===== src/include/ctr_pkg.sv =====
// shared constants and carriers for the transmit / auto-reply block
package ctr_pkg;
  // ---------------------------------------------------------------
  // buffer geometry
  // ---------------------------------------------------------------
  localparam int unsigned NUM_BUF      = 6;
  localparam int unsigned REGS_PER_BUF = 14;
  localparam int unsigned DATA_BYTES   = 8;

  // ---------------------------------------------------------------
  // per-buffer register selects
  // ---------------------------------------------------------------
  localparam logic [3:0] SEL_CTRL  = 4'h0;
  localparam logic [3:0] SEL_STANDARD_ID_HIGH_REG  = 4'h1;
  localparam logic [3:0] SEL_STANDARD_ID_LOW_REG  = 4'h2;
  localparam logic [3:0] SEL_EXTENDED_ID_HIGH_REG  = 4'h3;
  localparam logic [3:0] SEL_EXTENDED_ID_LOW_REG  = 4'h4;
  localparam logic [3:0] SEL_DLC   = 4'h5;
  localparam logic [3:0] SEL_DATA0 = 4'h6;

  // ---------------------------------------------------------------
  // field positions
  // ---------------------------------------------------------------
  localparam int unsigned CTRL_AUTO_REMOTE_REPLY_ENABLE = 2;
  localparam int unsigned CTRL_TRANSMIT_REQUEST = 3;
  localparam int unsigned CTRL_ERR   = 4;
  localparam int unsigned CTRL_LARB  = 5;
  localparam int unsigned CTRL_ABT   = 6;
  localparam int unsigned STANDARD_ID_LOW_REG_EXTENDED_ID_SELECT = 3;

  // ---------------------------------------------------------------
  // reset values
  // ---------------------------------------------------------------
  localparam logic [5:0] DIR_RESET  = 6'h00;
  localparam logic [7:0] RDATA_ZERO = 8'h00;

  // ---------------------------------------------------------------
  // enumerations
  // ---------------------------------------------------------------
  typedef enum logic [1:0] {
    MODE_LEGACY    = 2'b00,
    MODE_ENH_FIXED = 2'b01,
    MODE_ENH_FIFO  = 2'b10
  } ctr_mode_t;

  typedef enum logic [1:0] {
    RES_OK       = 2'b00,
    RES_ARB_LOST = 2'b01,
    RES_ERROR    = 2'b10
  } ctr_res_t;

  typedef enum logic [1:0] {
    ST_IDLE = 2'b00,
    ST_LOAD = 2'b01,
    ST_WAIT = 2'b10
  } ctr_state_t;

  // ---------------------------------------------------------------
  // carriers
  // ---------------------------------------------------------------
  typedef struct packed {
    logic [2:0]  buf_idx;
    logic        ext;
    logic [10:0] sid;
    logic [17:0] eid;
    logic [3:0]  dlc;
    logic [63:0] data;
  } ctr_msg_t;

  typedef struct packed {
    ctr_res_t   res;
    logic [2:0] buf_idx;
  } ctr_result_t;
endpackage


===== src/ctr_skid_buf.sv =====
// two-entry buffer with valid/ready on both sides
`timescale 1ns/1ps
`default_nettype none
module ctr_skid_buf #(
  parameter int unsigned WIDTH = 8
) (
  input  wire logic             clk,
  input  wire logic             reset,
  input  wire logic [WIDTH-1:0] in_data,
  input  wire logic             in_valid,
  output logic                  in_ready,
  output logic      [WIDTH-1:0] out_data,
  output logic                  out_valid,
  input  wire logic             out_ready
);
  // ---------------------------------------------------------------
  // storage
  // ---------------------------------------------------------------
  logic [WIDTH-1:0] mem_q [2];
  logic             rd_q;
  logic             wr_q;
  logic [1:0]       cnt_q;
  wire              push = in_valid && in_ready;
  wire              pop  = out_valid && out_ready;

  if (WIDTH < 1) begin : g_chk
    $error("ctr_skid_buf: WIDTH must be at least 1");
  end

  // full and empty straight from the count
  assign in_ready  = (cnt_q != 2'd2);
  assign out_valid = (cnt_q != 2'd0);
  assign out_data  = mem_q[rd_q];

  // entry write
  always_ff @(posedge clk) begin
    if (push) begin
      mem_q[wr_q] <= in_data;
    end
  end

  // pointers and fill count
  always_ff @(posedge clk) begin
    if (reset) begin
      rd_q  <= 1'b0;
      wr_q  <= 1'b0;
      cnt_q <= 2'd0;
    end else begin
      if (push) wr_q <= ~wr_q;
      if (pop) rd_q <= ~rd_q;
      if (push && !pop) cnt_q <= cnt_q + 2'd1;
      else if (pop && !push) cnt_q <= cnt_q - 2'd1;
    end
  end
endmodule
`default_nettype wire


===== src/ctr_prio_pick.sv =====
// picks the pending buffer of highest priority (lowest index)
`timescale 1ns/1ps
`default_nettype none
module ctr_prio_pick #(
  parameter int unsigned N    = 6,
  parameter int unsigned IDXW = 3
) (
  input  wire logic [N-1:0]    pending,
  output logic                 any,
  output logic      [IDXW-1:0] idx
);
  if (N < 1 || N > (1 << IDXW)) begin : g_chk
    $error("ctr_prio_pick: N does not fit IDXW");
  end

  // scan from the top so the lowest set index wins
  always_comb begin
    any = 1'b0;
    idx = '0;
    for (int i = N - 1; i >= 0; i--) begin
      if (pending[i]) begin
        any = 1'b1;
        idx = IDXW'(i);
      end
    end
  end
endmodule
`default_nettype wire


===== src/ctr_tx_core.sv =====
// transmit scheduling and auto remote-reply for six programmable buffers
//
// Contract
// RULE1 - in enhanced modes auto-reply needs transmit select and reply enable both set
// RULE2 - matching remote frame sets transmit request and queues the buffer unaided
// RULE3 - while transmit request is set, writes to that buffer are dropped
// RULE4 - firmware sets select and reply enable, ties a filter, preloads data
// RULE5 - firmware loads id, length and data only while request is clear
// RULE6 - setting transmit request clears aborted, arbitration-lost and error flags
// RULE7 - a request only marks pending; sending starts when bus is available
// RULE8 - with several pending, highest priority buffer goes first
// RULE9 - success clears request, sets done flag, interrupts if enabled
// RULE10 - on failure request stays set and exactly one failure flag sets
// RULE11 - error after start sets error and invalid-message flags, interrupts
// RULE12 - lost arbitration sets the arbitration-lost flag
// RULE13 - after reset all buffers receive; select bit makes one transmit
// RULE14 - failed buffers compete again at next bus-available while requested
`timescale 1ns/1ps
`default_nettype none
module ctr_tx_core #(
  parameter int unsigned NB = ctr_pkg::NUM_BUF
) (
  input  wire logic                clk,
  input  wire logic                reset,
  input  wire ctr_pkg::ctr_mode_t  can_mode,
  input  wire logic                dir_wr,
  input  wire logic [5:0]          dir_wdata,
  output logic      [5:0]          buffer_direction_select_reg,
  input  wire logic                reg_wr,
  input  wire logic [2:0]          reg_wbuf,
  input  wire logic [3:0]          reg_wsel,
  input  wire logic [7:0]          reg_wdata,
  input  wire logic [2:0]          reg_rbuf,
  input  wire logic [3:0]          reg_rsel,
  output logic      [7:0]          reg_rdata,
  input  wire logic                abort_req,
  input  wire logic [5:0]          transmit_done_irq_enable,
  input  wire logic [5:0]          done_clr,
  input  wire logic                invalid_clr,
  output logic      [5:0]          transmit_done_flag,
  output logic                     invalid_message_irq_flag,
  output logic                     irq,
  output logic      [5:0]          transmit_request,
  input  wire logic                bus_available,
  input  wire logic                rtr_hit_valid,
  input  wire logic [2:0]          rtr_hit_buf,
  output ctr_pkg::ctr_msg_t        tx_msg,
  output logic                     tx_valid,
  input  wire logic                tx_ready,
  input  wire logic                res_valid,
  input wire ctr_pkg::ctr_result_t res
);
  import ctr_pkg::*;

  if (NB != NUM_BUF) begin : g_chk
    $error("ctr_tx_core: only six buffers are supported");
  end

  // ---------------------------------------------------------------
  // state
  // ---------------------------------------------------------------
  logic [7:0]  store_q [NUM_BUF][REGS_PER_BUF];
  logic [5:0]  dir_q;
  logic [5:0]  transmit_request_q;
  logic [5:0]  auto_remote_reply_enable_q;
  logic [5:0]  abt_q;
  logic [5:0]  larb_q;
  logic [5:0]  err_q;
  logic [5:0]  done_q;
  logic        inval_q;
  logic        irq_q;
  logic [7:0]  rdata_q;
  ctr_state_t  state_q;
  ctr_state_t  state_d;
  logic [2:0]  cur_q;
  ctr_msg_t    msg_q;
  ctr_msg_t    msg_d;

  // ---------------------------------------------------------------
  // decode
  // ---------------------------------------------------------------
  wire        enh      = (can_mode == MODE_ENH_FIXED) || (can_mode == MODE_ENH_FIFO);
  wire        wbuf_ok  = (reg_wbuf < 3'(NUM_BUF));
  wire        wsel_ok  = (reg_wsel < 4'(REGS_PER_BUF));
  wire        wr_ok    = reg_wr && wbuf_ok && wsel_ok && !transmit_request_q[reg_wbuf]; // RULE3
  wire        busy     = (state_q != ST_IDLE);
  wire        res_take = res_valid && (state_q == ST_WAIT) && (res.buf_idx == cur_q);
  wire        res_ok   = res_take && (res.res == RES_OK);
  wire        res_lost = res_take && (res.res == RES_ARB_LOST);
  wire        res_err  = res_take && (res.res == RES_ERROR);
  wire [5:0]  pending  = enh ? (transmit_request_q & dir_q) : 6'h00; // RULE13
  wire        pick_any;
  wire [2:0]  pick_idx;
  wire        q_valid;
  wire        q_ready;

  // priority encoder over pending buffers
  ctr_prio_pick #(
    .N    (NUM_BUF),
    .IDXW (3)
  ) u_pick (
    .pending (pending),
    .any     (pick_any),
    .idx     (pick_idx)
  ); // RULE8

  // ---------------------------------------------------------------
  // direction select register
  // ---------------------------------------------------------------
  // all buffers start as receivers
  always_ff @(posedge clk) begin
    if (reset) begin
      dir_q <= DIR_RESET; // RULE13
    end else if (dir_wr) begin
      dir_q <= dir_wdata;
    end
  end

  // ---------------------------------------------------------------
  // buffer byte store
  // ---------------------------------------------------------------
  // id, length and data bytes; control byte lives in flags below
  always_ff @(posedge clk) begin
    if (wr_ok && (reg_wsel != SEL_CTRL)) begin
      store_q[reg_wbuf][reg_wsel] <= reg_wdata; // RULE3
    end
  end

  // ---------------------------------------------------------------
  // per-buffer request and status flags
  // ---------------------------------------------------------------
  for (genvar i = 0; i < NUM_BUF; i++) begin : g_buf
    wire hit      = wr_ok && (reg_wbuf == 3'(i));
    wire ctrl_wr  = hit && (reg_wsel == SEL_CTRL);
    wire fw_set   = ctrl_wr && reg_wdata[CTRL_TRANSMIT_REQUEST] && dir_q[i];
    wire auto_set = enh && rtr_hit_valid && (rtr_hit_buf == 3'(i))
                    && dir_q[i] && auto_remote_reply_enable_q[i] && !transmit_request_q[i]; // RULE1
    wire set_req  = fw_set || auto_set; // RULE2
    wire mine     = (cur_q == 3'(i));
    wire done_i   = res_ok && mine;
    wire lost_i   = res_lost && mine;
    wire err_i    = res_err && mine;
    wire abort_i  = abort_req && transmit_request_q[i] && !(busy && mine);

    // request, abort and failure flags
    always_ff @(posedge clk) begin
      if (reset) begin
        transmit_request_q[i] <= 1'b0;
        abt_q[i]   <= 1'b0;
        larb_q[i]  <= 1'b0;
        err_q[i]   <= 1'b0;
      end else if (set_req) begin
        transmit_request_q[i] <= 1'b1;
        abt_q[i]   <= 1'b0; // RULE6
        larb_q[i]  <= 1'b0; // RULE6
        err_q[i]   <= 1'b0; // RULE6
      end else if (done_i) begin
        transmit_request_q[i] <= 1'b0; // RULE9
      end else if (abort_i) begin
        transmit_request_q[i] <= 1'b0;
        abt_q[i]   <= 1'b1;
      end else if (lost_i) begin
        larb_q[i]  <= 1'b1; // RULE12 RULE10
      end else if (err_i) begin
        err_q[i]   <= 1'b1; // RULE11 RULE10
      end
    end

    // reply enable, written through the control byte
    always_ff @(posedge clk) begin
      if (reset) begin
        auto_remote_reply_enable_q[i] <= 1'b0;
      end else if (ctrl_wr) begin
        auto_remote_reply_enable_q[i] <= reg_wdata[CTRL_AUTO_REMOTE_REPLY_ENABLE];
      end
    end

    // sticky done flag, a new completion beats the clear
    always_ff @(posedge clk) begin
      if (reset) begin
        done_q[i] <= 1'b0;
      end else begin
        done_q[i] <= done_i || (done_q[i] && !done_clr[i]); // RULE9
      end
    end
  end

  // ---------------------------------------------------------------
  // invalid-message flag and interrupt
  // ---------------------------------------------------------------
  // error sets the flag; set wins over the clear
  always_ff @(posedge clk) begin
    if (reset) begin
      inval_q <= 1'b0;
    end else begin
      inval_q <= res_err || (inval_q && !invalid_clr); // RULE11
    end
  end

  // interrupt from enabled done flags or invalid message
  always_ff @(posedge clk) begin
    if (reset) begin
      irq_q <= 1'b0;
    end else begin
      irq_q <= (|(done_q & transmit_done_irq_enable)) || inval_q; // RULE9 RULE11
    end
  end

  // ---------------------------------------------------------------
  // register read port
  // ---------------------------------------------------------------
  wire [7:0] ctrl_byte = {1'b0, abt_q[reg_rbuf], larb_q[reg_rbuf], err_q[reg_rbuf],
                          transmit_request_q[reg_rbuf], auto_remote_reply_enable_q[reg_rbuf], 2'b00};
  wire       rbuf_ok   = (reg_rbuf < 3'(NUM_BUF));
  wire       rsel_ok   = (reg_rsel < 4'(REGS_PER_BUF));
  wire [7:0] rd_sel    = (reg_rsel == SEL_CTRL) ? ctrl_byte : store_q[reg_rbuf][reg_rsel];
  wire [7:0] rd_next   = (rbuf_ok && rsel_ok) ? rd_sel : RDATA_ZERO;

  // one-cycle registered read
  always_ff @(posedge clk) begin
    if (reset) begin
      rdata_q <= RDATA_ZERO;
    end else begin
      rdata_q <= rd_next;
    end
  end

  // ---------------------------------------------------------------
  // message assembly for the picked buffer
  // ---------------------------------------------------------------
  always_comb begin
    msg_d         = '0;
    msg_d.buf_idx = pick_idx;
    msg_d.sid     = {store_q[pick_idx][SEL_STANDARD_ID_HIGH_REG], store_q[pick_idx][SEL_STANDARD_ID_LOW_REG][7:5]};
    msg_d.ext     = store_q[pick_idx][SEL_STANDARD_ID_LOW_REG][STANDARD_ID_LOW_REG_EXTENDED_ID_SELECT];
    msg_d.eid     = {store_q[pick_idx][SEL_STANDARD_ID_LOW_REG][1:0], store_q[pick_idx][SEL_EXTENDED_ID_HIGH_REG],
                     store_q[pick_idx][SEL_EXTENDED_ID_LOW_REG]};
    msg_d.dlc     = store_q[pick_idx][SEL_DLC][3:0];
    for (int b = 0; b < DATA_BYTES; b++) begin
      msg_d.data[8*b +: 8] = store_q[pick_idx][SEL_DATA0 + 4'(b)];
    end
  end

  // ---------------------------------------------------------------
  // transmit sequencer
  // ---------------------------------------------------------------
  // wait for bus, hand one message over, wait for its outcome
  always_comb begin
    state_d = state_q;
    case (state_q)
      ST_IDLE: begin
        if (bus_available && pick_any) state_d = ST_LOAD; // RULE7 RULE14
      end
      ST_LOAD: begin
        if (q_ready) state_d = ST_WAIT;
      end
      ST_WAIT: begin
        if (res_take) state_d = ST_IDLE;
      end
      default: begin
        state_d = ST_IDLE;
      end
    endcase
  end

  assign q_valid = (state_q == ST_LOAD);

  // sequencer state and latched message
  always_ff @(posedge clk) begin
    if (reset) begin
      state_q <= ST_IDLE;
      cur_q   <= 3'h0;
      msg_q   <= '0;
    end else begin
      state_q <= state_d;
      if ((state_q == ST_IDLE) && (state_d == ST_LOAD)) begin
        cur_q <= pick_idx; // RULE8
        msg_q <= msg_d;
      end
    end
  end

  // two-entry buffer towards the protocol engine
  ctr_skid_buf #(
    .WIDTH ($bits(ctr_msg_t))
  ) u_q (
    .clk       (clk),
    .reset     (reset),
    .in_data   (msg_q),
    .in_valid  (q_valid),
    .in_ready  (q_ready),
    .out_data  (tx_msg),
    .out_valid (tx_valid),
    .out_ready (tx_ready)
  );

  // ---------------------------------------------------------------
  // outputs
  // ---------------------------------------------------------------
  assign buffer_direction_select_reg = dir_q;
  assign reg_rdata                   = rdata_q;
  assign transmit_done_flag          = done_q;
  assign invalid_message_irq_flag    = inval_q;
  assign irq                         = irq_q;
  assign transmit_request            = transmit_request_q;
endmodule
`default_nettype wire


===== config.mk =====
export PLATFORM = sky130hd
export DESIGN_NAME = ctr_tx_core
export DESIGN_NICKNAME = d
export VERILOG_FILES = /design/src/include/ctr_pkg.sv /design/src/ctr_skid_buf.sv /design/src/ctr_prio_pick.sv /design/src/ctr_tx_core.sv
export SDC_FILE = /design/constraint.sdc
export NUM_CORES = 1
export LEC_CHECK = 0
export ABC_AREA = 0
export BUFFER_PORTS_ARGS = -buffer_cell sky130_fd_sc_hd__buf_2
export CAP_MARGIN = 40
export CORE_ASPECT_RATIO = 1.5
export CORE_MARGIN = 1.5
export CORE_UTILIZATION = 55
export CTS_BUF_LIST = sky130_fd_sc_hd__clkbuf_16
export CTS_CLUSTER_SIZE = 30
export DETAILED_ROUTE_END_ITERATION = 8
export PLACE_DENSITY = 0.75
export SYNTH_ARGS = -nofsm -noshare
export SYNTH_HDL_FRONTEND = slang
export SYNTH_HIERARCHICAL = 1
export SYNTH_SLANG_ARGS = --single-unit

===== constraint.sdc =====
create_clock -name clk -period 6.8 [get_ports clk]
set_input_delay 1.36 -clock clk [delete_from_list [all_inputs] [get_ports clk]]
set_output_delay 1.36 -clock clk [all_outputs]
set_load 0.01 [all_outputs]

=== Yosys cells after proc, flatten, opt, wreduce, memory -nomap -nowiden ===
Memory sizes are Yosys's and may differ from the RTL's. A register that Yosys moved wholly into a read port is not among the register bits.
Index checks and enable logic that the tools add are counted.

* Bits in registers: 61
* Memory bits (writable): 874
* Input bits: 60
* Logic and storage cells: 359
* Memories kept: 2

{| class="wikitable"
|+ Memories
! memory !! depth !! bits a word !! rd ports !! clocked after Yosys merged registers in !! wr ports !! line !! source
|-
| store_q || 6 || 112 || 2 || 1 || 1 || ctr_tx_core.sv:62 || <nowiki>logic [7:0] store_q [NUM_BUF][REGS_PER_BUF];</nowiki>
|-
| u_q.mem_q || 2 || 101 || 1 || 1 || 1 || ctr_skid_buf.sv:19 || <nowiki>logic [WIDTH-1:0] mem_q [2];</nowiki>
|}

* $add $sub $neg: 2
* $lt $le $gt $ge: 9
* Equal/unequal tests: 24
* Multiplexer cells: 61
* Bitwise logic cells: 25
* Reduce and logical (&&, ||, !) cells: 190

{| class="wikitable"
|+ Operator list
! cell !! number
|-
| $mux 112 || 1
|-
| $logic_and 1x1->1 || 109
|-
| $mux 1 || 35
|-
| $bmux 8 s4 || 1
|-
| $demux 8 s4 || 1
|-
| $mux 8 || 3
|-
| $reduce_and 4->1 || 6
|-
| $logic_not 1->1 || 22
|-
| $not 1->1 || 21
|-
| $bmux 1 s3 || 6
|-
| $eq 3x2->1 const B || 6
|-
| $eq 3x3->1 const B || 6
|-
| $mux 3 || 6
|-
| $reduce_and 3->1 || 6
|-
| $reduce_bool 3->1 || 6
|-
| $logic_or 1x1->1 || 15
|-
| $reduce_or 2->1 || 7
|-
| $and 6x6->6 || 2
|-
| $reduce_and 2->1 || 6
|-
| $ge 5x5->1 const B || 2
|-
| $mux 2 || 5
|-
| $not 4->5 || 2
|-
| $eq 3x1->1 const B || 3
|-
| $logic_not 3->1 || 3
|-
| 19 further kinds || 31
|}

=== Longest topological paths before layout ===
* Word-level depth: 14
* Mapped depth: 12
* Mapped depth without buffers: 9

=== By module ===
Netlist, hierarchy kept.

{| class="wikitable"
|+ By module, submodules not included
! module !! times used !! cells each !! area an instance (um^2) !! seq. area each (um^2)
|-
| ctr_tx_core || 1 || 2494 || 35312.6 || 22021.1
|-
| ctr_skid_buf || 1 || 338 || 7539.7 || 6165.9
|-
| ctr_prio_pick || 1 || 10 || 57.6 || 0.0
|}

=== Worst setup path after synthesis ===
OpenSTA, ideal clock, no wires.

* Kind: input-to-reg
* From: input can_mode[1]
* To: register msg_q[80] (netlist name)
* Library setup time: 0.128 ns
* Data arrival time: 3.713 ns
* Data required time: 6.672 ns
* Path slack: 2.960 ns
* Stages on the path: 12
* Path through: xor2_1 -> and3_1 -> nor2_1 -> a221oi_1 -> buf_2 -> buf_2 -> buf_4 -> mux4_2 -> nor2_1 -> a211oi_1 -> a21oi_1 -> nor2_1

* Elaborated cells on any way between the ends: 21
* Those cells by class: eq/ne (3); mux (15); reduce/logical (3)

{| class="wikitable"
|+ RTL lines
! element !! line !! source
|-
| from (decl) || ctr_tx_core.sv:25 || <nowiki>input wire ctr_pkg::ctr_mode_t can_mode,</nowiki>
|-
| $eq 2x1->1 or $eq 2x2->1 (tied branches) || ctr_tx_core.sv:82 || <nowiki>wire enh = (can_mode == MODE_ENH_FIXED) || (can_mode == MODE_ENH_FIFO);</nowiki>
|-
| $logic_or 1x1->1 * || ctr_tx_core.sv:82 ||
|-
| $mux 6 * || ctr_tx_core.sv:91 || <nowiki>wire [5:0] pending = enh ? (transmit_request_q & dir_q) : 6'h00;</nowiki>
|-
| net pending[1] || ctr_tx_core.sv:91 ||
|-
| $mux 3 * (2 in series) || ctr_prio_pick.sv:21 || <nowiki>if (pending[i]) begin</nowiki>
|-
| net pick_idx[0] || ctr_tx_core.sv:93 || <nowiki>wire [2:0] pick_idx;</nowiki>
|}

Mark *: on every way through the listed nets, which the timed path passes. The rest lies on a longest branch.
A chain may end at the register's enable or synchronous reset.

=== Worst setup path in the final report ===
* From: input can_mode[1]
* To: register msg_q[13] (netlist name)

* Elaborated cells on any way between the ends: 21
* Those cells by class: eq/ne (3); mux (15); reduce/logical (3)

{| class="wikitable"
|+ RTL lines
! element !! line
|-
| $eq 2x1->1 or $eq 2x2->1 (tied branches) || ctr_tx_core.sv:82
|-
| $logic_or 1x1->1 * || ctr_tx_core.sv:82
|-
| $mux 6 * || ctr_tx_core.sv:91
|-
| net pending[1] || ctr_tx_core.sv:91
|-
| $mux 3 * (2 in series) || ctr_prio_pick.sv:21
|-
| net pick_idx[0] || ctr_tx_core.sv:93
|}

Marks and branches as above.

==> impl_metrics.json <==
{
  "cts_hold_buf": 0,
  "arrival_ns": 4.83,
  "status": "finished clean",
  "grt_pass1_vias": 26853,
  "seqPwrFrac_pct": 55.2,
  "cts_tree": "yes",
  "synth.top_cells.by_area": "edfxtp_1 (58%), mux4_2 (8.5%), dfxtp_1 (7.5%), mux2i_1 (6.1%), mux2_2 (3.7%)",
  "place_inst": 3936,
  "routabilityCongestion": 0.927,
  "hold_viol_final": 0,
  "final_cells": 4096,
  "holdPathEnd": "u_q/mem_q[1][34]",
  "clock_latency_ns": 0.66,
  "p_leak_nw": 16.5,
  "intPower_mw": 9.36,
  "ios": 190,
  "nets": 3069,
  "seq_area_frac_synth_pct": 65.7,
  "rows": 125,
  "top_regs": "store_q: 630 flops, u_q/mem_q: 202 flops, msg_q: 101 flops",
  "finalCriticalPeriod_ns": 4.32,
  "rr_worst_depth": 10,
  "synth_area_um2": 42900,
  "swShare_pct": 21.8,
  "p_sw_mw": 2.61,
  "cts_buffer_depth": 3,
  "crit_start": "can_mode[1]",
  "ys_types": 71,
  "hp-class": "reg -> reg",
  "clkPwrFrac_pct": 39.7,
  "regToRegStartpoint": "transmit_request[1]",
  "critPathKind": "in -> reg",
  "synthToLayoutAreaGrowth_pct": 11.3,
  "yosysTopAreaCell": "edfxtp_1",
  "seq_area_um2": 28200,
  "fmax_mhz": 232,
  "whs_path_depth": 0,
  "path_max_fanout": 18,
  "yosys_warnings": 6,
  "holdWs_ns": 0.452,
  "track_usage_pct": 29.8,
  "routed_via_density": 6.66,
  "core_um2": 77400,
  "multi_input_area_um2": 13800,
  "largest_reg_flops": 630,
  "rsz0062_at_grt": "no",
  "drt-pass1-iter-count": 5,
  "regToRegEndpoint": "msg_q[13]",
  "overflow": 0,
  "hpwl_um": 79000,
  "end_kind": "flop",
  "setup_violations": 0,
  "cts_setup_buffers": 0,
  "synth_top_flop_cell": "edfxtp_1",
  "synth.avg_cell_area_um2": 15.1,
  "drv_slew": 0,
  "die_x_um": 231,
  "cts_max_level": 3,
  "start_util_pct": 55.4,
  "maxCapViolCount": 0,
  "numCtsBuffers": 84,
  "grt_max_degree": 100,
  "port_buffers": 189,
  "tns_ns": 0,
  "worst_pin_slew_ns": 0.994,
  "clkTransAtPathRegs_ns": 0.07,
  "post_route_cells_drive_above_1_share_pct": 23.1,
  "dr.first_iter.drc_count": 3627,
  "p_per_area_nw_per_um2": 251,
  "syn_inst": 2842,
  "cts_sinks": 992,
  "synth_top_area_share_pct": 58.2,
  "drt_wl_total_um": 119000,
  "pwr-share-comb_pct": 5.1,
  "reg2reg_slack_ns": 3.18,
  "finalCritPeriodShare_pct": 63.5,
  "cp.required_ns": 7.31,
  "cts-root-buf": "clkbuf_16",
  "startpoint_type": "input port",
  "cts_resized": 0,
  "die_h_um": 345,
  "wire_per_inst_um": 29.1,
  "yosys_register_bits": 992,
  "min_from": "msg_q[34]",
  "skew_ns": 0.0219,
  "async_reset_ff_share_pct": 0,
  "ant_nets": 0,
  "antenna_found_initial": 8,
  "route.vias.total": 27286,
  "top_register": "store_q",
  "fillers": 5475,
  "ir_drop_mv": 0.186,
  "slew_headroom_pct": 33.8,
  "grt_pass1_wl_um": 175000,
  "dieArea_um2": 79700,
  "synth_edf_count": 832,
  "drc_errors": 0
}
cells in the mapped netlist, types with 16 or more instances:
cell        n
o21ai_0    39
mux2i_1   262
nor3_1     18
dfxtp_1   160
a21oi_1   166
buf_4      23
mux4_2    162
clkbuf_1  107
mux2_2    141
nand2_1    92
a211oi_1  106
nor2b_1    16
nor2_1    347
buf_6      19
buf_2      36
nand3_1    41
nand2b_1   21
a22oi_1    28
edfxtp_1  832
o211ai_1   20
per-layer routing:
layer	GRT usage, %	routed length [um]	up-vias	part of all wire [%]
li1	-	-	11465	-
met4	16.4	7200	10	6.0
met1	38.6	43000	13571	36
met2	46.8	56200	1878	47
met5	0	63	-	0.053
met3	6.39	12900	362	11
through the flow:
| stage | power, mW | setup slack [ns] | area, um2 | utilization [%] |
|---|---|---|---|---|
| after floorplan | 7.06 | 2.96 | 42900 | - |
| after global placement | 7.30 | 1.76 | 44700 | 57.7 |
| after detailed placement | 7.33 | 1.91 | 45100 | 58.2 |
| after CTS | 12.0 | 2.58 | 47700 | 61.7 |
| after global routing | 12.2 | 2.34 | 47800 | 61.7 |
| final | 12.0 | 2.48 | 47800 | 61.7 |
final cells by class:
type | count | share of cell area (%)
diodes | 1 | 0.00524
clock buffers | 86 | 4.51
clock inverters | 71 | 1.11
inverters | 13 | 0.107
multi-input cells | 1649 | 28.8
flip-flops and latches | 992 | 59.0
well taps | 1016 | 2.66
repair buffers | 268 | 3.78
power groups by stage:
stage	clock [mW]	combinational (mW)	sequential, mW
2_1_floorplan	0	0.343	6.72
3_3_place_gp	0	0.568	6.74
3_5_place_dp	0	0.590	6.74
4_1_cts	4.78	0.593	6.60
5_1_grt	5.01	0.626	6.60
6_report	4.75	0.607	6.60
worst max-delay path: stages:
cell	delay, ns
buf_2	0.10
xor2_1	0.45
and3_1	0.34
inv_1	0.10
a221oi_4	0.81
buf_8	0.24
buf_12	0.21
mux4_2	0.52
nor2_1	0.26
a211oi_1	0.19
a21oi_1	0.17
nor2_1	0.05
cell usage in the layout, fill, tap and decap left out, types with 20 or more instances in the layout:
| cell | instances |
|---|---|
| buf_4 | 60 |
| clkbuf_16 | 86 |
| dfxtp_1 | 159 |
| nor2_1 | 346 |
| a211oi_1 | 105 |
| nand2_1 | 92 |
| mux4_2 | 162 |
| a21oi_1 | 166 |
| o21ai_0 | 39 |
| edfxtp_1 | 832 |
| mux2_2 | 141 |
| o211ai_1 | 20 |
| nand2b_1 | 21 |
| inv_1 | 30 |
| mux2i_1 | 262 |
| a22oi_1 | 28 |
| buf_2 | 185 |
| nand3_1 | 40 |
cell families after synthesis:
kind of cell	Yosys count	synth area share [%]
xor gates and xnor gates	7	0.143
other	1	0.00874
adders and majority gates	1	0.0292
and+or+nand+nor	612	6.33
muxes	566	18.3
DFF	992	65.7
buffers and inverters	206	2.47
AOI/OAI and AO/OA	457	6.98
worst max-delay path by stage:
| stage | endpoint | slack, ns | depth (start not counted) |
|---|---|---|---|
| finish | msg_q[13] | 2.48 | 12 |
| global route | msg_q[6] | 2.34 | 13 |
| CTS | msg_q[6] | 2.58 | 13 |
| detailed placement | msg_q[6] | 1.91 | 13 |
| global placement | msg_q[6] | 1.76 | 12 |
| floorplan | msg_q[80] | 2.96 | 12 |
(Power assumes the default switching activity.)
